===== config.mk =====
export PLATFORM = sky130hd
export DESIGN_NAME = ccr_core
export DESIGN_NICKNAME = d
export VERILOG_FILES = /design/src/rtl/ccr_pkg.sv /design/src/rtl/ccr_core.sv /design/src/rtl/ccr_read_mux.sv
export SDC_FILE = /design/constraint.sdc
export NUM_CORES = 1
export LEC_CHECK = 0
export BUFFER_PORTS_ARGS = -buffer_cell sky130_fd_sc_hd__buf_2
export CAP_MARGIN = 0
export CELL_PAD_IN_SITES_DETAIL_PLACEMENT = 1
export CELL_PAD_IN_SITES_GLOBAL_PLACEMENT = 1
export CORE_MARGIN = 2
export CORE_UTILIZATION = 21
export DETAILED_ROUTE_END_ITERATION = 12
export HOLD_SLACK_MARGIN = 0.02
export PLACE_DENSITY = 0.83
export SETUP_SLACK_MARGIN = 0.15
export SLEW_MARGIN = 20
export SYNTH_ARGS = -nofsm -noshare
export SYNTH_HDL_FRONTEND = slang
export SYNTH_SLANG_ARGS = --single-unit

===== constraint.sdc =====
create_clock -name i_clk -period 2.15 [get_ports i_clk]
set_clock_uncertainty 0.2 [all_clocks]
set_input_delay 0.3225 -clock i_clk [delete_from_list [all_inputs] [get_ports i_clk]]
set_output_delay 0.3225 -clock i_clk [all_outputs]
set_load 0.05 [all_outputs]

===== src/rtl/ccr_pkg.sv =====
// Package with constants and types for the CPU core control register.
package ccr_pkg;

  // ---------------------------------------------------------------------
  // Register map
  // ---------------------------------------------------------------------
  localparam int          ADDR_W           = 4;
  localparam int          DATA_W           = 16;
  localparam logic [3:0]  CORE_CONTROL_OFF = 4'h0;
  localparam logic [3:0]  PRIORITY_OFF     = 4'h1;

  // ---------------------------------------------------------------------
  // Field layout and reset values
  // ---------------------------------------------------------------------
  localparam int          PRIO_FLAG_BIT    = 3;
  localparam int          WINDOW_EN_BIT    = 2;
  localparam logic        PRIO_FLAG_RST    = 1'b0;
  localparam logic        WINDOW_EN_RST    = 1'b0;
  localparam logic [2:0]  PRIO_RST         = 3'h0;
  localparam logic [3:0]  PRIO_THRESHOLD   = 4'h7;

  // ---------------------------------------------------------------------
  // Types
  // ---------------------------------------------------------------------
  typedef struct packed {
    logic              wr;
    logic              rd;
    logic [ADDR_W-1:0] addr;
    logic [DATA_W-1:0] wdata;
  } ccr_bus_req_t;

  typedef enum logic [1:0] {
    CCR_RD_IDLE,
    CCR_RD_CTRL,
    CCR_RD_PRIO,
    CCR_RD_NONE
  } ccr_rd_sel_t;

endpackage


===== src/rtl/ccr_core.sv =====
// CPU core control register with priority flag and program window enable.
//
// Chosen here: strobed register access and the register addresses.

module ccr_core (
  input  wire logic                       i_clk,
  input  wire logic                       i_srst,
  input  wire logic                       i_wr,
  input  wire logic                       i_rd,
  input  wire logic [ccr_pkg::ADDR_W-1:0] i_addr,
  input  wire logic [ccr_pkg::DATA_W-1:0] i_wdata,
  input  wire logic                       i_prio_load,
  input  wire logic [3:0]                 i_prio_level,
  input  wire logic                       i_user_irq_req,
  output logic      [ccr_pkg::DATA_W-1:0] o_rdata,
  output logic                            o_priority_above_seven_flag,
  output logic                            o_program_window_enable,
  output logic                            o_user_irq_take,
  output logic      [3:0]                 o_prio_level
);

  // ---------------------------------------------------------------------
  // Request bundle
  // ---------------------------------------------------------------------
  ccr_pkg::ccr_bus_req_t req;

  assign req = '{wr: i_wr, rd: i_rd, addr: i_addr, wdata: i_wdata};

  // ---------------------------------------------------------------------
  // Control state
  // ---------------------------------------------------------------------
  logic       flag;
  logic       win_en;
  logic [2:0] prio_low;
  logic       next_flag;
  logic       next_win_en;
  logic [2:0] next_prio_low;
  logic       ctrl_wr;

  assign ctrl_wr = req.wr && (req.addr == ccr_pkg::CORE_CONTROL_OFF);

  // The four-bit level is the flag above three low bits, so the flag is one
  // exactly when the level exceeds seven. A hardware load wins over a
  // software clear in the same cycle.
  always_comb begin
    next_flag     = flag;
    next_win_en   = win_en;
    next_prio_low = prio_low;
    if (ctrl_wr) begin
      next_win_en = req.wdata[ccr_pkg::WINDOW_EN_BIT];
      if (!req.wdata[ccr_pkg::PRIO_FLAG_BIT]) begin
        next_flag = 1'b0;
      end
    end
    if (i_prio_load) begin
      next_flag     = (i_prio_level > ccr_pkg::PRIO_THRESHOLD);
      next_prio_low = i_prio_level[2:0];
    end
  end

  always_ff @(posedge i_clk) begin
    if (i_srst) begin
      flag     <= ccr_pkg::PRIO_FLAG_RST;
      win_en   <= ccr_pkg::WINDOW_EN_RST;
      prio_low <= ccr_pkg::PRIO_RST;
    end else begin
      flag     <= next_flag;
      win_en   <= next_win_en;
      prio_low <= next_prio_low;
    end
  end

  // ---------------------------------------------------------------------
  // Outputs to the core
  // ---------------------------------------------------------------------
  assign o_priority_above_seven_flag = flag;
  assign o_program_window_enable     = win_en;
  assign o_user_irq_take             = i_user_irq_req && !flag;
  assign o_prio_level                = {flag, prio_low};

  // ---------------------------------------------------------------------
  // Read path
  // ---------------------------------------------------------------------
  ccr_pkg::ccr_rd_sel_t       rd_sel;
  logic [ccr_pkg::DATA_W-1:0] ctrl_word;
  logic [ccr_pkg::DATA_W-1:0] prio_word;

  always_comb begin
    ctrl_word = '0;
    ctrl_word[ccr_pkg::PRIO_FLAG_BIT] = flag;
    ctrl_word[ccr_pkg::WINDOW_EN_BIT] = win_en;
    prio_word = {12'h000, flag, prio_low};
    if (!req.rd) begin
      rd_sel = ccr_pkg::CCR_RD_IDLE;
    end else if (req.addr == ccr_pkg::CORE_CONTROL_OFF) begin
      rd_sel = ccr_pkg::CCR_RD_CTRL;
    end else if (req.addr == ccr_pkg::PRIORITY_OFF) begin
      rd_sel = ccr_pkg::CCR_RD_PRIO;
    end else begin
      rd_sel = ccr_pkg::CCR_RD_NONE;
    end
  end

  ccr_read_mux u_rd (
    .i_clk       (i_clk),
    .i_srst      (i_srst),
    .i_sel       (rd_sel),
    .i_ctrl_word (ctrl_word),
    .i_prio_word (prio_word),
    .o_rdata     (o_rdata)
  );

endmodule


===== src/rtl/ccr_read_mux.sv =====
// Registered read data selection for the core control register bank.
module ccr_read_mux (
  input  wire logic                       i_clk,
  input  wire logic                       i_srst,
  input  wire ccr_pkg::ccr_rd_sel_t       i_sel,
  input  wire logic [ccr_pkg::DATA_W-1:0] i_ctrl_word,
  input  wire logic [ccr_pkg::DATA_W-1:0] i_prio_word,
  output logic      [ccr_pkg::DATA_W-1:0] o_rdata
);

  logic [ccr_pkg::DATA_W-1:0] next_rdata;

  always_comb begin
    case (i_sel)
      ccr_pkg::CCR_RD_CTRL: next_rdata = i_ctrl_word;
      ccr_pkg::CCR_RD_PRIO: next_rdata = i_prio_word;
      default:              next_rdata = '0;
    endcase
  end

  always_ff @(posedge i_clk) begin
    if (i_srst) begin
      o_rdata <= '0;
    end else begin
      o_rdata <= next_rdata;
    end
  end

endmodule


==> flow_summary.json, run 1 <==
{
  "synth-edff-count": 0,
  "drive_above_1_share_pct": 44.6,
  "synth.avg_cell_area_um2": 9.50,
  "fin_crit_sh_pct": 69.2,
  "cts_max_path_buffers": 2,
  "synth-seq-cells": 9,
  "fin_total_pwr_uw": 416,
  "maxClockFrequency_mhz": 672,
  "place.gp.congestion": 0.619,
  "die_y_um": 50.1,
  "drcViolationCount": 0,
  "reg2reg_slack_ns": 0.94,
  "cp_max_fo": 5,
  "crit_family": "flip-flops",
  "clockRootBuffer": "clkbuf_4",
  "synthDistinctLibCells": 19,
  "yosysWarnings": 0,
  "hold_class": "in -> reg",
  "final.min_clock_period_ns": 1.49,
  "core_um2": 1980,
  "antenna_found_initial": 0,
  "fin_util_pct": 29.1,
  "path_depth": 2,
  "cts.sinks": 9,
  "ctsHoldBuffers": 0,
  "ir_drop_v": 0.000208,
  "cts_buffers": 3,
  "clk_pin_slew_ns": 0.06,
  "dpl.hpwl_um": 841,
  "p_comb_share_pct": 26.3,
  "drtPass1Iterations": 1,
  "grt_pass1_vias": 385,
  "met1_usage_pct": 9.24,
  "yosys.area.top_type": "dfxtp_1",
  "cts_tree": "done",
  "ys.flop_type": "dfxtp_1",
  "nNetsFinal": 105,
  "n_antenna_cell": 0,
  "gr-usage-met3_pct": 3.64,
  "met2_usage_pct": 15.4,
  "num_rows": 16,
  "drt_iter0_markers": 0,
  "intPower_uw": 266,
  "r2r_start": "o_priority_above_seven_flag",
  "p_leak_uw": 0.000314,
  "cp-start-kind": "register",
  "setup_viol": 0,
  "holdWs_ns": 0.105,
  "area_growth_syn_to_layout_pct": 29.1,
  "ioPinCount": 53,
  "yosys.area.top_type_share_pct": 40.3,
  "async_flop_share_pct": 0,
  "wire_per_inst_um": 9.65,
  "final_cell_mix": "26 x buf_2, 12 x conb_1, 9 x dfxtp_1",
  "clkPwrFrac_pct": 31.5,
  "startpoint": "o_priority_above_seven_flag",
  "path_cells": "nor2b_1 -> buf_2",
  "r2r_cells": 2,
  "track_usage_pct": 8.90,
  "hold_viol_final": 0,
  "slew_viol_final": 0,
  "yosysSeqAreaShare_pct": 40.3,
  "swShare_pct": 36.2,
  "r2r-end": "o_priority_above_seven_flag",
  "mostFrequentLayoutCell": "buf_2",
  "overflow": 0,
  "worstSkewPairLatency_ns": 0.26,
  "endpoint": "o_user_irq_take",
  "switchingPower_uw": 150,
  "via_per_inst": 3.61,
  "ctsResizeCount": 0,
  "synth.area.top_cells": "dfxtp_1 40%, buf_4 22%, mux2i_1 9.0%",
  "path_buf_inv": 1,
  "status": "completed",
  "grt_pass1_wl_um": 1650,
  "global_route.peak_usage_layer": "met2",
  "slowest_stage": "dfxtp_1",
  "seq_power_share_pct": 42.2,
  "cp.arrival_ns": 0.96,
  "maxCapViolations": 0,
  "synth_area_um2": 447,
  "worst_ep_required_time_ns": 1.63,
  "grt_max_degree": 9,
  "worstSetupPathType": "reg -> out",
  "cts_setup_buffers": 0,
  "fp.dieW_um": 50.1,
  "powerDensity_nw_per_um2": 721,
  "die_area_um2": 2510,
  "synthCells": 47,
  "finalSetupTns_ns": 0,
  "routed_wl_um": 975,
  "slowest_delay_ns": 0.34,
  "end_kind": "primary output",
  "drtAntennaViolNets": 0,
  "vias": 365,
  "h-tree-depth": 1,
  "io_buffers": 26,
  "rsz0062_at_grt": "no",
  "start_util_pct": 22.5
}
## how the worst min path moves through the flow
stage | slack, ns | to | cells past startpoint | from
after CTS | 0.1 | prio_low[1] | 3 | i_prio_level[1]
after global routing | 0.11 | prio_low[2] | 3 | i_prio_level[2]
after global placement | 0.29 | u_rd.o_rdata[0] | 1 | prio_low[0]
after detailed placement | 0.29 | u_rd.o_rdata[1] | 1 | prio_low[1]
after floorplan | 0.19 | prio_low[0] | 1 | i_srst
final | 0.11 | o_program_window_enable | 3 | i_wdata[2]
## through the flow
step                worst slack, ns  area [um^2]  cells
global placement              0.641          551     97
finish                        0.663          577    101
global route                  0.615          577    101
detailed placement            0.623          551     97
CTS                           0.642          577    101
floorplan                     0.374          488     58
## flip-flops by register name, summed over array words and instances, names as in the netlist
name / flops
o_program_window_enable: 1
prio_low: 3
u_rd.o_rdata: 4
o_priority_above_seven_flag: 1
## Yosys cell counts (all sizes together), types with 2 or more instances
cell and count:
and3 2, dfxtp 9, nor2 3, mux2i 4, nor2b 3, buf 13
## worst min-delay path: stages
cell     delay (ns)
buf_2          0.09
inv_1          0.04
o41ai_1        0.06
## power by group through the flow
stage | sequential (uW) | combinational [uW] | clock [uW]
2_1_floorplan | 196 | 86.8 | 0
3_3_place_gp | 179 | 109 | 0
3_5_place_dp | 179 | 110 | 0
4_1_cts | 176 | 110 | 137
5_1_grt | 176 | 115 | 145
6_report | 175 | 110 | 131
## logic make-up (layout without fill, tap and decap cells)
group	count (synthesis)	after routing	synth area share, %
AOI/OAI and AO/OA	3	3	4.48
buffers and inverters	15	31	23.5
DFF	9	9	40.3
muxes	4	4	8.96
other	1	12	0.840
and+or+nand+nor	15	15	21.8
## metal layers
layer / up-vias / wire length [um]
met2: 20 / 513
met4: 0 / 0
li1: 183 / -
met1: 162 / 373
met5: - / 0
met3: 0 / 88
## cell type report
class,instances,area [um^2]
clock buffer,4,26.3
fill,256,1410
multi-input combinational,34,203
inverter,1,3.75
timing repair buffer,26,130
sequential,9,180
tap,27,33.8
Note: power is estimated with default switching activity, not from simulation.
==> run 2: changes to the inputs <==
--- a/config.mk
+++ b/config.mk
@@ -10,10 +10,10 @@
 export CELL_PAD_IN_SITES_DETAIL_PLACEMENT = 1
 export CELL_PAD_IN_SITES_GLOBAL_PLACEMENT = 1
 export CORE_MARGIN = 2
-export CORE_UTILIZATION = 21
+export CORE_UTILIZATION = 18
 export DETAILED_ROUTE_END_ITERATION = 12
 export HOLD_SLACK_MARGIN = 0.02
-export PLACE_DENSITY = 0.83
+export PLACE_DENSITY = 0.76
 export SETUP_SLACK_MARGIN = 0.15
 export SLEW_MARGIN = 20
 export SYNTH_ARGS = -nofsm -noshare
==> constraint.sdc (replaced) <==
create_clock -name i_clk -period 1.22 [get_ports i_clk]
set_clock_uncertainty 0.2 [all_clocks]
set_input_delay 0.183 -clock i_clk [delete_from_list [all_inputs] [get_ports i_clk]]
set_output_delay 0.183 -clock i_clk [all_outputs]
set_load 0.05 [all_outputs]
==> run 2 against run 1 <==
Effect of this change: the run now ends with hold timing, setup timing left; register-to-register slack worse by 0.95 ns; die area grew 15%; via count up 16%; design area up 48%; utilization grew 6.4 points; sequential cell count unchanged; clock-buffer cell count unchanged; first-iteration DRC count increased by 4; highest routed layer is now met4.
==> flow_summary.json, run 2 (synthesis gave the netlist of run 1 again) <==
{
  "start_util_pct": 18.5,
  "violations": "hold timing, setup timing",
  "slowest_delay_ns": 0.36,
  "track_usage_pct": 9.93,
  "end_kind": "primary output",
  "cts_tree": "done",
  "overflow": 0,
  "post-place-ws_ns": -0.178,
  "place.gp.congestion": 0.705,
  "fill_cells": 281,
  "via_per_inst": 3.68,
  "cp.arrival_ns": 0.89,
  "met2_usage_pct": 17.3,
  "path_buf_inv": 1,
  "ioPinCount": 53,
  "fin_util_pct": 35.5,
  "routed_wl_um": 1300,
  "finalSetupTns_ns": -0.0556,
  "regArea_um2": 196,
  "grt_max_degree": 9,
  "clockRootBuffer": "clkbuf_4",
  "final_cell_mix": "14 x buf_2, 12 x conb_1, 9 x buf_8",
  "multi_input_area_um2": 253,
  "cts_buffers": 3,
  "status": "finished, violations left",
  "path_cells": "nor2b_4 -> buf_8",
  "hold_viol_final": 1,
  "fin_total_pwr_uw": 805,
  "vias": 423,
  "gr-usage-met3_pct": 3.89,
  "ir_drop_v": 0.000361,
  "clk_pin_slew_ns": 0.06,
  "io_buffers": 26,
  "core_um2": 2410,
  "place_inst": 101,
  "cts_max_path_buffers": 2,
  "slowest_stage": "dfxtp_4",
  "drtPass1Iterations": 2,
  "global_route.peak_usage_layer": "met2",
  "largestRegisters": "u_rd.o_rdata (4), prio_low (3)",
  "grt_pass1_wl_um": 1900,
  "die_area_um2": 2900,
  "grt_pass1_vias": 417,
  "met1_usage_pct": 9.70,
  "mostFrequentLayoutCell": "buf_2",
  "worstSetupPathType": "reg -> out",
  "num_rows": 18,
  "holdWs_ns": -0.0274,
  "final.min_clock_period_ns": 1.27,
  "dpl.hpwl_um": 933,
  "fin_crit_sh_pct": 104,
  "setup_viol": 2,
  "maxClockFrequency_mhz": 787,
  "die_y_um": 53.8,
  "slew_viol_final": 0,
  "largest_reg_flops": 4,
  "worst_ep_required_time_ns": 0.84,
  "antenna_found_initial": 0,
  "cp_max_fo": 4,
  "cts.sinks": 9,
  "cp-start-kind": "register",
  "fp.dieW_um": 53.8,
  "maxCapViolations": 0,
  "p_leak_uw": 0.000442,
  "powerDensity_nw_per_um2": 940,
  "regMostFlops": "u_rd.o_rdata",
  "drive_above_1_share_pct": 65.9,
  "rsz0062_at_grt": "yes",
  "fin_cells": 115,
  "n_antenna_cell": 0,
  "worst_slack_ns": -0.0504,
  "nNetsFinal": 116,
  "worstSkewPairLatency_ns": 0.27,
  "ctsHoldBuffers": 4,
  "area_growth_syn_to_layout_pct": 91.6,
  "drt_iter0_markers": 4,
  "drcViolationCount": 0,
  "hold_class": "in -> reg",
  "wire_per_inst_um": 11.3,
  "crit_family": "flip-flops",
  "h-tree-depth": 1,
  "drtAntennaViolNets": 0
}
[run 2: timing repair]
| item | 4_1_cts | 5_1_grt |
|---|---|---|
| gates resized for setup | 37 | 11 |
| setup buffers | 5 | 1 |
| setup endpoints to repair | 16 | 20 |
| pin swaps | 1 | 5 |
| hold endpoints to repair | 7 | 2 |
[run 2: worst min-delay path, stage by stage]
cell and delay, ns:
buf_2 0.09, inv_1 0.05, o41ai_2 0.07
[run 2: area by class of cell]
class | instances | share of cell area [%]
Timing Repair Buffer | 37 | 39.6
Multi-Input combinational cell | 34 | 29.5
Sequential cell | 9 | 23.0
Tap cell | 30 | 4.39
Clock buffer | 4 | 3.07
Inverter | 1 | 0.439
[run 2: worst paths after layout]
path                                                   from                     endpoint  slack [ns]  cells after the start
worst max-delay path            o_priority_above_seven_flag              o_user_irq_take       -0.05                      2
worst min-delay path                             i_wdata[2]      o_program_window_enable       -0.03                      3
worst max register to register  o_priority_above_seven_flag  o_priority_above_seven_flag       -0.01                      3
worst min register to register                  prio_low[1]              u_rd.o_rdata[1]        0.42                      2
[run 2: metal layers]
metal	vias up	part of all wire, %
li1	205	-
met1	196	36
met2	20	55
met3	2	7.4
met4	0	1.4
met5	-	0
[run 2: through the flow]
step | hold WS (ns) | cell area, um^2
floorplan | 0.0480 | 514
CTS | -0.0345 | 816
finish | -0.0274 | 856
global route | -0.0343 | 856
global placement | 0.218 | 588
detailed placement | 0.238 | 588
[run 2: power breakdown]
part           internal (uW)  total (uW)  switching [uW]
Sequential               301         310            9.13
Combinational           90.8         262             172
Clock                    126         232             106
